## src/cfg_consts.svh

```systemverilog
// Constants for the clock, sync and strap configuration front end
// Functional notes
// Host keeps master clock within mode limit
// Modulator clock is master divided 4/8
// Host sets qualify disable below 256 kHz
// Start on oscillator, then chosen clock
// Select pin picks CMOS or crystal source
// Bit clock from master clock shifts data
// Sync pulse resets filter, keeps settings
// Host syncs after filter setting changes
// Sync input pulse is master-clock synchronous
// Start pin resynchronised onto sync output
// Control bit toggle emits sync output pulse
// Board loops sync output to input
// Shared sync needs one common clock
// Unused start pin tied high
// Notch at max rate and selected rate
// Strap control disables extended features
// Mode pins set mode, decimation, gain, reference
// Gain per four channels; rate from decimation
// Format code picks four, two, one lanes
// Code 11 serial control; SAR high serial readout
// Select pins set bit clock submultiple
// Bit clock divide is two to code
// Every sync pulse re-samples all straps; code re-samples all but clock select, and only after init
// Host pulses reset at power-up
// Sixteen-entry mode pin lookup table
`ifndef CFG_CONSTS_SVH
`define CFG_CONSTS_SVH

`define INIT_CYCLES        16'h0010
`define SYNC_OUT_CYCLES    4'h4
`define MOD_DIV_HR_BIT     3'h1
`define MOD_DIV_LP_BIT     3'h2
`define BITCLK_CNT_W       7
`define ODR_BASE_HR_KHZ    12'h800
`define ODR_BASE_LP_KHZ    12'h200
`define MAX_ODR_HR_KHZ     6'h20
`define MAX_ODR_LP_KHZ     6'h08
`define FMT_FOUR_LANES     2'h0
`define FMT_TWO_LANES      2'h1
`define FMT_ONE_LANE       2'h2
`define FMT_SERIAL_CTRL    2'h3
`define DEC_LOG2_1024      4'ha
`define DEC_LOG2_512       4'h9
`define DEC_LOG2_256       4'h8
`define DEC_LOG2_128       4'h7
`define DEC_LOG2_64        4'h6
`define PIN_CLOCK_SEL      0
`define PIN_START_N        1
`define PIN_SYNC_IN        2
`define PIN_SAR_CONVERT    3
`define PIN_FMT_LSB        4
`define PIN_BITCLK_LSB     6
`define PIN_MODE_LSB       9
`define PIN_COUNT          13

`endif

```

## src/cfg_pkg.sv

```systemverilog
// Types shared by the configuration front end
package cfg_pkg;
    typedef enum logic [1:0] {
        GAIN_X1 = 2'h0,
        GAIN_X2 = 2'h1,
        GAIN_X4 = 2'h2,
        GAIN_X8 = 2'h3
    } gain_code_t;

    typedef enum logic [0:0] {
        ST_INIT = 1'h0,
        ST_RUN  = 1'h1
    } boot_state_t;
endpackage

```

## src/strap_if.sv

```systemverilog
// Carrier between the main block and the mode pin decoder
`timescale 1ns/1ps
interface strap_if;
    import cfg_pkg::*;
    logic [3:0]  mode;
    logic [3:0]  dec_log2;
    logic        low_power;
    gain_code_t  gain_grp0;
    gain_code_t  gain_grp1;
    logic        ref_internal;

    modport decoder (input mode, output dec_log2, output low_power,
                     output gain_grp0, output gain_grp1, output ref_internal);
    modport user (output mode, input dec_log2, input low_power,
                  input gain_grp0, input gain_grp1, input ref_internal);
endinterface

```

## src/clock_sync_pin_config.sv

```systemverilog
// Clock dividers, sync generation and strap capture of the converter front end
`timescale 1ns/1ps
`include "cfg_consts.svh"
module clock_sync_pin_config
    import cfg_pkg::*;
#(
    parameter int LANE_BITS   = 64,
    parameter int INIT_CYCLES = `INIT_CYCLES
) (
    input  wire logic                   sys_clk,
    input  wire logic                   nrst,
    input  wire logic                   clock_sel_pin,
    input  wire logic                   start_n,
    input  wire logic                   sync_in_pin,
    input  wire logic                   sar_convert_pin,
    input  wire logic                   lane_format_bit0,
    input  wire logic                   lane_format_bit1,
    input  wire logic                   bitclk_div_sel0,
    input  wire logic                   bitclk_div_sel1,
    input  wire logic                   bitclk_div_sel2,
    input  wire logic                   strap_mode_bit0,
    input  wire logic                   strap_mode_bit1,
    input  wire logic                   strap_mode_bit2,
    input  wire logic                   strap_mode_bit3,
    input  wire logic                   spi_low_power,
    input  wire logic [1:0]             spi_lane_format,
    input  wire logic [2:0]             spi_bitclk_div,
    input  wire logic                   spi_sync_toggle,
    input  wire logic                   spi_clock_qualify_disable,
    input  wire logic                   lane_load,
    input  wire logic [4*LANE_BITS-1:0] lane_word,
    output logic                        internal_osc_select,
    output logic                        crystal_select,
    output logic                        cfg_ready,
    output logic                        modulator_clock,
    output logic                        output_bit_clock,
    output logic                        bit_tick,
    output logic [3:0]                  data_output_lane,
    output logic                        sync_out,
    output logic                        digital_reset,
    output logic                        spi_control_mode,
    output logic                        spi_readout,
    output logic                        ext_features_enable,
    output logic                        clock_qualify_disable,
    output logic                        low_power,
    output logic [10:0]                 decimation,
    output logic [11:0]                 output_data_rate_khz,
    output logic [5:0]                  max_odr_khz,
    output gain_code_t                  pga_gain_grp0,
    output gain_code_t                  pga_gain_grp1,
    output logic                        ref_internal,
    output logic [2:0]                  active_lanes
);
    initial begin
        if (LANE_BITS < 2 || INIT_CYCLES < 1 || INIT_CYCLES > 65535)
            $error("unsupported parameters");
    end

    localparam logic [15:0] INIT_LAST = 16'(INIT_CYCLES - 1);

    // Pin synchroniser: every pin is outside the clock domain
    logic [`PIN_COUNT-1:0] pin_meta_reg, pin_meta_next;
    logic [`PIN_COUNT-1:0] pin_sync_reg, pin_sync_next;
    logic                  start_prev_reg, start_prev_next;
    logic                  sync_prev_reg, sync_prev_next;
    logic                  toggle_prev_reg, toggle_prev_next;

    always_comb begin
        pin_meta_next    = {strap_mode_bit3, strap_mode_bit2, strap_mode_bit1, strap_mode_bit0,
                            bitclk_div_sel2, bitclk_div_sel1, bitclk_div_sel0,
                            lane_format_bit1, lane_format_bit0, sar_convert_pin,
                            sync_in_pin, start_n, clock_sel_pin};
        pin_sync_next    = pin_meta_reg;
        start_prev_next  = pin_sync_reg[`PIN_START_N];
        sync_prev_next   = pin_sync_reg[`PIN_SYNC_IN];
        toggle_prev_next = spi_sync_toggle;
    end

    always_ff @(posedge sys_clk) begin
        if (!nrst) begin
            // Idle levels: start high, sync low
            pin_meta_reg    <= `PIN_COUNT'h2;
            pin_sync_reg    <= `PIN_COUNT'h2;
            start_prev_reg  <= 1'b1;
            sync_prev_reg   <= 1'b0;
            toggle_prev_reg <= 1'b0;
        end else begin
            pin_meta_reg    <= pin_meta_next;
            pin_sync_reg    <= pin_sync_next;
            start_prev_reg  <= start_prev_next;
            sync_prev_reg   <= sync_prev_next;
            toggle_prev_reg <= toggle_prev_next;
        end
    end

    logic sync_edge;
    logic start_edge;
    logic toggle_edge;
    assign sync_edge   = pin_sync_reg[`PIN_SYNC_IN] && !sync_prev_reg;
    assign start_edge  = !pin_sync_reg[`PIN_START_N] && start_prev_reg;
    assign toggle_edge = spi_sync_toggle != toggle_prev_reg;

    // Boot sequence and strap latches
    boot_state_t state_reg, state_next;
    logic [15:0] init_cnt_reg, init_cnt_next;
    logic        clk_sel_reg, clk_sel_next;
    logic        sar_reg, sar_next;
    logic [1:0]  fmt_reg, fmt_next;
    logic [2:0]  bdiv_reg, bdiv_next;
    logic [3:0]  mode_reg, mode_next;
    logic        dreset_reg, dreset_next;
    logic        capture;

    always_comb begin
        state_next    = state_reg;
        init_cnt_next = init_cnt_reg;
        clk_sel_next  = clk_sel_reg;
        sar_next      = sar_reg;
        fmt_next      = fmt_reg;
        bdiv_next     = bdiv_reg;
        mode_next     = mode_reg;
        capture       = 1'b0;
        unique case (state_reg)
            ST_INIT: begin
                init_cnt_next = init_cnt_reg + 16'h1;
                // leave oscillator after init
                if (init_cnt_reg == INIT_LAST) begin
                    state_next   = ST_RUN;
                    capture      = 1'b1;
                    clk_sel_next = pin_sync_reg[`PIN_CLOCK_SEL];
                end
            end
            ST_RUN: begin
                // re-sample on sync
                capture = sync_edge;
            end
        endcase
        // latch straps
        if (capture) begin
            sar_next  = pin_sync_reg[`PIN_SAR_CONVERT];
            fmt_next  = pin_sync_reg[`PIN_FMT_LSB +: 2];
            bdiv_next = pin_sync_reg[`PIN_BITCLK_LSB +: 3];
            mode_next = pin_sync_reg[`PIN_MODE_LSB +: 4];
        end
        // filter reset only, settings kept
        dreset_next = (state_reg == ST_INIT) || (state_reg == ST_RUN && sync_edge);
    end

    always_ff @(posedge sys_clk) begin
        if (!nrst) begin
            state_reg    <= ST_INIT;
            init_cnt_reg <= 16'h0;
            clk_sel_reg  <= 1'b0;
            sar_reg      <= 1'b0;
            fmt_reg      <= 2'h0;
            bdiv_reg     <= 3'h0;
            mode_reg     <= 4'h0;
            dreset_reg   <= 1'b1;
        end else begin
            state_reg    <= state_next;
            init_cnt_reg <= init_cnt_next;
            clk_sel_reg  <= clk_sel_next;
            sar_reg      <= sar_next;
            fmt_reg      <= fmt_next;
            bdiv_reg     <= bdiv_next;
            mode_reg     <= mode_next;
            dreset_reg   <= dreset_next;
        end
    end

    // oscillator until switch-over
    assign internal_osc_select = (state_reg == ST_INIT);
    // one: crystal, zero: CMOS input
    assign crystal_select = clk_sel_reg;
    assign cfg_ready      = (state_reg == ST_RUN);
    assign digital_reset  = dreset_reg;

    // Mode pin lookup
    strap_if st ();
    assign st.mode = mode_reg;
    mode_pin_decoder u_decoder (
        .st (st.decoder)
    );

    // code 11 gives serial control
    assign spi_control_mode = (fmt_reg == `FMT_SERIAL_CTRL);
    // extended features only under serial control
    assign ext_features_enable = spi_control_mode;
    // qualify disable honoured only under serial control
    assign clock_qualify_disable = spi_control_mode && spi_clock_qualify_disable;
    // SAR high in strap control reads over serial port
    assign spi_readout = !spi_control_mode && sar_reg;

    logic [1:0] eff_fmt;
    logic [2:0] eff_bdiv;
    assign low_power = spi_control_mode ? spi_low_power : st.low_power;
    assign eff_fmt   = spi_control_mode ? spi_lane_format : fmt_reg;
    // strap pins set bit clock in strap control
    assign eff_bdiv  = spi_control_mode ? spi_bitclk_div : bdiv_reg;

    // gain per group of four, rate from decimation
    assign pga_gain_grp0        = st.gain_grp0;
    assign pga_gain_grp1        = st.gain_grp1;
    assign ref_internal         = st.ref_internal;
    assign decimation           = 11'(11'h1 << st.dec_log2);
    assign output_data_rate_khz = (low_power ? `ODR_BASE_LP_KHZ : `ODR_BASE_HR_KHZ) >> st.dec_log2;
    // fixed notch at the maximum rate
    assign max_odr_khz          = low_power ? `MAX_ODR_LP_KHZ : `MAX_ODR_HR_KHZ;

    // lane count by format code
    always_comb begin
        active_lanes = 3'h0;
        if (!spi_readout) begin
            unique case (eff_fmt)
                `FMT_FOUR_LANES:  active_lanes = 3'h4;
                `FMT_TWO_LANES:   active_lanes = 3'h2;
                `FMT_ONE_LANE:    active_lanes = 3'h1;
                `FMT_SERIAL_CTRL: active_lanes = 3'h0;
            endcase
        end
    end

    // Dividers restart on the filter reset so all phases line up after a sync
    logic [`BITCLK_CNT_W-1:0] div_cnt_reg, div_cnt_next;
    logic                     mod_clk_reg, mod_clk_next;
    logic                     bclk_reg, bclk_next;
    logic [`BITCLK_CNT_W-1:0] tick_mask;
    logic                     tick;

    assign tick_mask = `BITCLK_CNT_W'((8'h1 << eff_bdiv) - 8'h1);
    // divide by two to the code
    assign tick      = (div_cnt_reg & tick_mask) == tick_mask;

    always_comb begin
        div_cnt_next = dreset_reg ? '0 : div_cnt_reg + `BITCLK_CNT_W'(1);
        // divide by 4 or 8
        mod_clk_next = div_cnt_next[low_power ? `MOD_DIV_LP_BIT : `MOD_DIV_HR_BIT];
        // bit clock level from master clock
        if (eff_bdiv == 3'h0)
            bclk_next = 1'b1;
        else
            bclk_next = div_cnt_next[eff_bdiv - 3'h1];
    end

    always_ff @(posedge sys_clk) begin
        if (!nrst) begin
            div_cnt_reg <= '0;
            mod_clk_reg <= 1'b0;
            bclk_reg    <= 1'b0;
        end else begin
            div_cnt_reg <= div_cnt_next;
            mod_clk_reg <= mod_clk_next;
            bclk_reg    <= bclk_next;
        end
    end

    assign modulator_clock  = mod_clk_reg;
    assign output_bit_clock = bclk_reg;
    assign bit_tick         = tick && !dreset_reg;

    // shift results out on bit ticks, MSB first
    logic [LANE_BITS-1:0] shift_reg [4];
    logic [LANE_BITS-1:0] shift_next [4];
    logic [3:0]           dout_reg, dout_next;

    always_comb begin
        for (int i = 0; i < 4; i++) begin
            shift_next[i] = shift_reg[i];
            if (lane_load)
                shift_next[i] = lane_word[i*LANE_BITS +: LANE_BITS];
            else if (bit_tick)
                shift_next[i] = {shift_reg[i][LANE_BITS-2:0], 1'b0};
            dout_next[i] = dout_reg[i];
            if (bit_tick)
                dout_next[i] = (3'(i) < active_lanes) && shift_reg[i][LANE_BITS-1];
            if (3'(i) >= active_lanes)
                dout_next[i] = 1'b0;
        end
    end

    always_ff @(posedge sys_clk) begin
        if (!nrst) begin
            for (int i = 0; i < 4; i++)
                shift_reg[i] <= '0;
            dout_reg <= 4'h0;
        end else begin
            for (int i = 0; i < 4; i++)
                shift_reg[i] <= shift_next[i];
            dout_reg <= dout_next;
        end
    end

    assign data_output_lane = dout_reg;

    // Sync output pulse generator; a request during a pulse restarts it
    logic [3:0] sync_cnt_reg, sync_cnt_next;
    logic       sync_req;

    // resynchronised start pin
    // control bit toggle under serial control
    assign sync_req = cfg_ready && (start_edge || (spi_control_mode && toggle_edge));

    always_comb begin
        sync_cnt_next = sync_cnt_reg;
        if (sync_req)
            sync_cnt_next = `SYNC_OUT_CYCLES;
        else if (sync_cnt_reg != 4'h0)
            sync_cnt_next = sync_cnt_reg - 4'h1;
    end

    always_ff @(posedge sys_clk) begin
        if (!nrst)
            sync_cnt_reg <= 4'h0;
        else
            sync_cnt_reg <= sync_cnt_next;
    end

    assign sync_out = (sync_cnt_reg != 4'h0);
endmodule

```

## src/mode_pin_decoder.sv

```systemverilog
// Fixed lookup of the four latched mode pins
`timescale 1ns/1ps
`include "cfg_consts.svh"
module mode_pin_decoder
    import cfg_pkg::*;
(
    strap_if.decoder st
);
    // sixteen-entry lookup
    // mode, decimation, gain, reference
    always_comb begin
        st.dec_log2     = `DEC_LOG2_1024;
        st.low_power    = 1'b0;
        st.gain_grp0    = GAIN_X1;
        st.gain_grp1    = GAIN_X1;
        st.ref_internal = 1'b0;
        unique case (st.mode)
            4'h0: st.dec_log2 = `DEC_LOG2_1024;
            4'h1: st.dec_log2 = `DEC_LOG2_512;
            4'h2: st.dec_log2 = `DEC_LOG2_256;
            4'h3: st.dec_log2 = `DEC_LOG2_128;
            4'h4: st.dec_log2 = `DEC_LOG2_64;
            4'h5: begin
                st.dec_log2  = `DEC_LOG2_512;
                st.gain_grp1 = GAIN_X4;
            end
            4'h6: begin
                st.dec_log2  = `DEC_LOG2_256;
                st.gain_grp1 = GAIN_X4;
            end
            4'h7: begin
                st.dec_log2  = `DEC_LOG2_128;
                st.gain_grp1 = GAIN_X4;
            end
            4'h8: begin
                st.dec_log2  = `DEC_LOG2_64;
                st.gain_grp1 = GAIN_X4;
            end
            4'h9: begin
                st.dec_log2     = `DEC_LOG2_512;
                st.ref_internal = 1'b1;
            end
            4'ha: begin
                st.dec_log2     = `DEC_LOG2_256;
                st.ref_internal = 1'b1;
            end
            4'hb: begin
                st.dec_log2     = `DEC_LOG2_128;
                st.ref_internal = 1'b1;
            end
            4'hc: begin
                st.dec_log2  = `DEC_LOG2_512;
                st.low_power = 1'b1;
            end
            4'hd: begin
                st.dec_log2  = `DEC_LOG2_256;
                st.low_power = 1'b1;
            end
            4'he: begin
                st.dec_log2  = `DEC_LOG2_128;
                st.low_power = 1'b1;
            end
            4'hf: begin
                st.dec_log2  = `DEC_LOG2_64;
                st.low_power = 1'b1;
            end
        endcase
    end
endmodule

```

## config.mk

```make
export PLATFORM = sky130hd
export DESIGN_NAME = clock_sync_pin_config
export DESIGN_NICKNAME = d
export VERILOG_FILES = /design/src/cfg_pkg.sv /design/src/strap_if.sv /design/src/clock_sync_pin_config.sv /design/src/mode_pin_decoder.sv
export VERILOG_INCLUDE_DIRS = /design/src /design/src/src
export SDC_FILE = /design/constraint.sdc
export NUM_CORES = 1
export LEC_CHECK = 0
export BUFFER_PORTS_ARGS = -buffer_cell sky130_fd_sc_hd__buf_2
export CAP_MARGIN = 40
export CORE_ASPECT_RATIO = 1.5
export CORE_MARGIN = 8
export CORE_UTILIZATION = 35
export CTS_CLUSTER_DIAMETER = 100
export DETAILED_ROUTE_END_ITERATION = 10
export PLACE_DENSITY_LB_ADDON = 0.15
export RECOVER_POWER = 25
export SETUP_SLACK_MARGIN = 0.02
export SYNTH_ARGS = -nofsm -noshare
export SYNTH_HDL_FRONTEND = slang
export SYNTH_HIERARCHICAL = 1
export SYNTH_SLANG_ARGS = --single-unit
```

## constraint.sdc

```tcl
create_clock -name sys_clk -period 7.1 [get_ports sys_clk]
set_input_delay 0.71 -clock sys_clk [delete_from_list [all_inputs] [get_ports sys_clk]]
set_output_delay 0.71 -clock sys_clk [all_outputs]
set_load 0.01 [all_outputs]
```

== Word-level counts from Yosys, hierarchy flattened ==
Memory sizes are Yosys's and may differ from the RTL's.
Cells that the tools add are included.

* Word-level logic and storage cells: 143
* Memories kept: 1
* Flip-flop bits (word level): 75
* Memory bits (writable): 256
* Output and inout bits: 54
* Input port bits: 280

{| class="wikitable"
|+ Memory list
! name !! depth !! bits a word !! read ports !! clocked after Yosys merged registers in !! write ports !! line !! source
|-
| shift_reg || 4 || 64 || 4 || 0 || 4 || clock_sync_pin_config.sv:262 || <nowiki>logic [LANE_BITS-1:0] shift_reg [4];</nowiki>
|}

* Shift-type cells: 3
* Mux-type cells: 37
* Equality and inequality tests: 22
* $lt $le $gt $ge: 10
* Bitwise gates (word level): 7
* Reductions and logical operators: 36
* Add/subtract/negate cells: 5

{| class="wikitable"
|+ Operators with widths
! cell !! count
|-
| $mux W64 || 12
|-
| $eq A4 B4 Y1 const B || 8
|-
| $pmux W4 S5 || 1
|-
| $reduce_or A4 Y1 || 5
|-
| $add A16 B1 Y16 const B || 1
|-
| $eq A16 B4 Y1 const B || 1
|-
| $eq A4 B3 Y1 const B || 4
|-
| $logic_and A1 B1 Y1 || 12
|-
| $mux W12 || 1
|-
| $mux W3 || 4
|-
| $pmux W3 S4 || 1
|-
| $shr A12 B4 Y12 || 1
|-
| $shl A1 B4 Y11 const A || 1
|-
| $mux W1 || 10
|-
| $reduce_or A2 Y1 || 5
|-
| $eq A4 B2 Y1 const B || 2
|-
| $add A7 B1 Y7 const B || 1
|-
| $and A7 B7 Y7 || 1
|-
| $eq A7 B7 Y1 || 1
|-
| $mux W7 || 1
|-
| $shl A1 B3 Y7 const A || 1
|-
| $sub A7 B1 Y7 const B || 1
|-
| $bmux W1 S3 || 2
|-
| $eq A2 B2 Y1 const B || 3
|-
| other kinds (25) || 40
|}

== Logic depth before layout (Yosys ltp) ==
* Depth after elaboration: 10
* Gate-level depth with buffers: 17

== Cells and area by module ==
Netlist, hierarchy kept.

{| class="wikitable"
|+ By module, submodules not included
! module !! cells an instance !! times used !! area an instance (um2) !! seq. area each (um2)
|-
| clock_sync_pin_config || 1795 || 1 || 15806.4 || 6626.4
|-
| mode_pin_decoder || 18 || 1 || 123.9 || 0.0
|}

== Worst setup path before layout ==
Ideal clock, no wire load.

* Path type: input-to-output
* Start: input spi_bitclk_div[2]
* End: output bit_tick
* Setup slack: 3.475 ns
* Path buffers: 2
* Stages on the path: 13
* Arrival time: 2.915 ns
* Data required time: 6.390 ns
* Cells stage by stage: and3_4 -> or2_1 -> buf_2 -> inv_1 -> ha_1 -> inv_1 -> ha_1 -> nor3b_1 -> o21ai_0 -> a2111oi_4 -> nand4_4 -> clkinv_2 -> buf_2

* Cells in the longest elaborated chain, start to end: 6

{| class="wikitable"
|+ RTL lines
! what !! line !! source
|-
| start, declared || clock_sync_pin_config.sv:27 || <nowiki>input wire logic [2:0] spi_bitclk_div,</nowiki>
|-
| $mux W3 (*) || clock_sync_pin_config.sv:199 || <nowiki>assign eff_bdiv = spi_control_mode ? spi_bitclk_div : bdiv_reg;</nowiki>
|-
| $shl A1 B3 Y7 (*) || clock_sync_pin_config.sv:230 || <nowiki>assign tick_mask = `BITCLK_CNT_W'((8'h1 << eff_bdiv) - 8'h1);</nowiki>
|-
| $sub A7 B1 Y7 (*) || clock_sync_pin_config.sv:230 ||
|-
| $and A7 B7 Y7 || clock_sync_pin_config.sv:232 || <nowiki>assign tick = (div_cnt_reg & tick_mask) == tick_mask;</nowiki>
|-
| $eq A7 B7 Y1 (*) || clock_sync_pin_config.sv:232 ||
|-
| $logic_and A1 B1 Y1 (*) || clock_sync_pin_config.sv:259 || <nowiki>assign bit_tick = tick && !dreset_reg;</nowiki>
|-
| end, declared || clock_sync_pin_config.sv:37 || <nowiki>output logic bit_tick,</nowiki>
|}

Every way passes the cells marked *; elsewhere a longest branch is shown, timed or not.

==> flow_metrics.env <==
export IMPL_cp_end_kind="flop"
export IMPL_drc=0
export IMPL_slowest_stage="dlymetal6s4s_1"
export IMPL_rsz0062_at_grt="no"
export IMPL_grt_pass1_wl_um=71800
export IMPL_cts_resized=0
export IMPL_ant_nets=0
export IMPL_via_count=13400
export IMPL_power_internal_mw=3.28
export IMPL_finalInstanceArea_um2=18600
export IMPL_hold_viol=0
export IMPL_maxCapViolations=1
export IMPL_cts_made_buffers=36
export IMPL_grt_pass1_vias=13600
export IMPL_drt_pass1_iter_count=4
export IMPL_overflow=0
export IMPL_cts_htree_levels=2
export IMPL_max_freq_ghz=0.175
export IMPL_crit_path_start_kind="primary input"
export IMPL_slew_viol_final=170
export IMPL_comb_power_share=0.110
export IMPL_gp_congestion=0.775
export IMPL_min_period_over_period=0.805
export IMPL_synthTopCellsByArea="dfxtp_1 (42%), a21oi_2 (22%), o21ai_0 (8.0%), nand2_1 (6.9%), a21oi_1 (3.5%)"
export IMPL_post_cts_buffers=0
export IMPL_p_leak_nw=7.13
export IMPL_setup_viol=0
export IMPL_synth_edf_count=0
export IMPL_drt_wl_total_um=44800
export IMPL_async_flop_share=0
export IMPL_synth_cells=1813
export IMPL_die_area_um2=52700
export IMPL_power_density_nw_per_um2=235
export IMPL_first_iter_violations=669
export IMPL_pwr_share_clk=0.420
export IMPL_dp_cells=2585
export IMPL_cts_sinks=331
export IMPL_clk_path_buf_depth=3
export IMPL_critical_path_top_delay_family="buffers and inverters"
export IMPL_layout_drive_gt1_share=0.379
export IMPL_core_um2=45400
export IMPL_yosysWarnings=6
export IMPL_critical_path_max_stage_delay_ps=3610
export IMPL_syn_to_final_growth_pct=17.0
export IMPL_status="finished with violations"
export IMPL_nNetsFinal=2326
export IMPL_worstPathMaxFanout=169
export IMPL_die_width_um=190
export IMPL_placed_area_um2=17500
export IMPL_initial_core_util=0.351
export IMPL_io_pins=334
export IMPL_violations="max-capacitance violations, max-slew violations"
export IMPL_final_setup_tns_ps=0
export IMPL_dp_hpwl_um=29500
export IMPL_tightest_slew_ps=4990
export IMPL_port_buffers=326
export IMPL_min_period_ps=5720
export IMPL_crit_buf_inv=2
export IMPL_cts_root_buf="clkbuf_16"
export IMPL_final_cells=2646
export IMPL_critical_path_required_ps=7530
export IMPL_critical_path_class="primary input to flop"
export IMPL_insertion_delay_ps=510
export IMPL_fin_util=0.410
export IMPL_hp_class="primary input to flop"
export IMPL_largest_register_ffs=256
export IMPL_syn_area_per_cell_um2=8.79
export IMPL_num_rows=96
export IMPL_synth_top_area_frac=0.416
export IMPL_postCtsHoldBufs=0
export IMPL_grt_max_degree=170
export IMPL_arrival_ps=6140
export IMPL_syn_area_um2=15900
export IMPL_ys_seq_area_frac=0.416
export IMPL_maxSlewHeadroom=-2.33
export IMPL_fin_hold_ws_ps=387
export IMPL_synth_distinct_cells=58
export IMPL_globalRouteTotalUtil=0.161
export IMPL_clk_pin_slew_ps=60
export IMPL_ys_seq_elements=331
export IMPL_detail_route_wl_per_cell_um=16.9
export IMPL_yosys_most_used_dff="dfxtp_1"
export IMPL_fillers=4677
export IMPL_fin_skew_ps=11.6
export IMPL_switching_share=0.251
export IMPL_path_cells="clkbuf_1 -> dlymetal6s4s_1 -> o21ai_0 -> a21oi_2"
export IMPL_power_switching_mw=1.10
export IMPL_antenna_found_initial=3
export IMPL_yosysMostFrequentCell="a21oi_2"
export IMPL_die_h_um=277
export IMPL_via_per_inst=5.06
export IMPL_synth_common_cells="a21oi_2 (400), dfxtp_1 (331), nand2_1 (292), o21ai_0 (256), a21oi_1 (110)"
export IMPL_tritoncts="yes"
export IMPL_synth_top_cell_by_area="dfxtp_1"
export IMPL_max_vdd_ir_drop_v=0.000207
export IMPL_p_seq_frac=0.470
==> cell families (layout without fill, tap and decap cells) <==
logic type | Yosys count | in the layout | synth area share
AO/OA/AOI/OAI | 789 | 789 | 0.347
AND/OR/NAND/NOR | 454 | 454 | 0.129
flip-flops | 331 | 331 | 0.416
buffers and inverters | 182 | 421 | 0.0727
XOR/XNOR | 25 | 25 | 0.0137
multiplexers | 19 | 19 | 0.0129
adder cells (fa/ha/maj) | 11 | 11 | 0.00864
other | 2 | 8 | 0.000471
==> routing by layer <==
layer / up-vias / GRT usage / wire length [um]
met3: 62 / 0.0363 / 2450
met5: - / 0 / 26
li1: 6651 / - / -
met1: 6360 / 0.200 / 19600
met4: 4 / 0.0496 / 1130
met2: 300 / 0.274 / 21600
==> cells in the final DEF, fill, tap and decap left out, types with 11 or more instances in the layout <==
cell       instances
nor2_1            34
a21oi_2          400
nand3_1           16
mux2i_1           16
nor2b_1           12
clkbuf_16         37
xnor2_1           16
and2_0            17
o21ai_0          256
nand2_1          292
clkbuf_1          34
inv_1             15
and2_1            30
buf_2            303
a21oi_1          110
ha_1              11
nand2b_1          14
dfxtp_1          331
==> layout make-up <==
| cell class | count | area, um2 | area share |
|---|---|---|---|
| clock inverter | 5 | 75.1 | 0.00403 |
| sequential | 331 | 6630 | 0.356 |
| multi-input combinational | 1305 | 8170 | 0.438 |
| antenna | 1 | 2.50 | 0.000134 |
| timing repair buffer | 344 | 1890 | 0.102 |
| tap | 588 | 736 | 0.0395 |
| inverter | 17 | 81.3 | 0.00437 |
| clock buffer | 55 | 1050 | 0.0565 |
==> stage by stage <==
| stage | setup slack (ps) | power, mW |
|---|---|---|
| after floorplan | 3480 | 2.41 |
| after global placement | 1860 | 2.56 |
| after detailed placement | 1770 | 2.58 |
| after CTS | 1410 | 4.45 |
| after global routing | 578 | 4.59 |
| final | 1380 | 4.38 |
==> power groups by stage <==
stage	registers, mW	logic, mW	clock network, mW
after global placement	2.09	0.470	0
after CTS	2.06	0.488	1.91
after detailed placement	2.10	0.485	0
after floorplan	2.08	0.330	0
final	2.06	0.483	1.84
after global routing	2.07	0.543	1.97
==> path summary, 6_finish.rpt <==
check	from	endpoint	cells after the start	slack (ps)
max	nrst	shift_reg[1][1]$_SDFFE_PN0P_	4	1380
min	start_n	pin_meta_reg[1]$_SDFF_PN1_	2	390
max reg2reg	fmt_reg[1]$_SDFFE_PN0P_	shift_reg[3][16]$_SDFFE_PN0P_	15	1760
min reg2reg	pin_meta_reg[1]$_SDFF_PN1_	pin_sync_reg[1]$_SDFF_PN1_	1	420
Note: power is estimated with default switching activity, not from simulation.
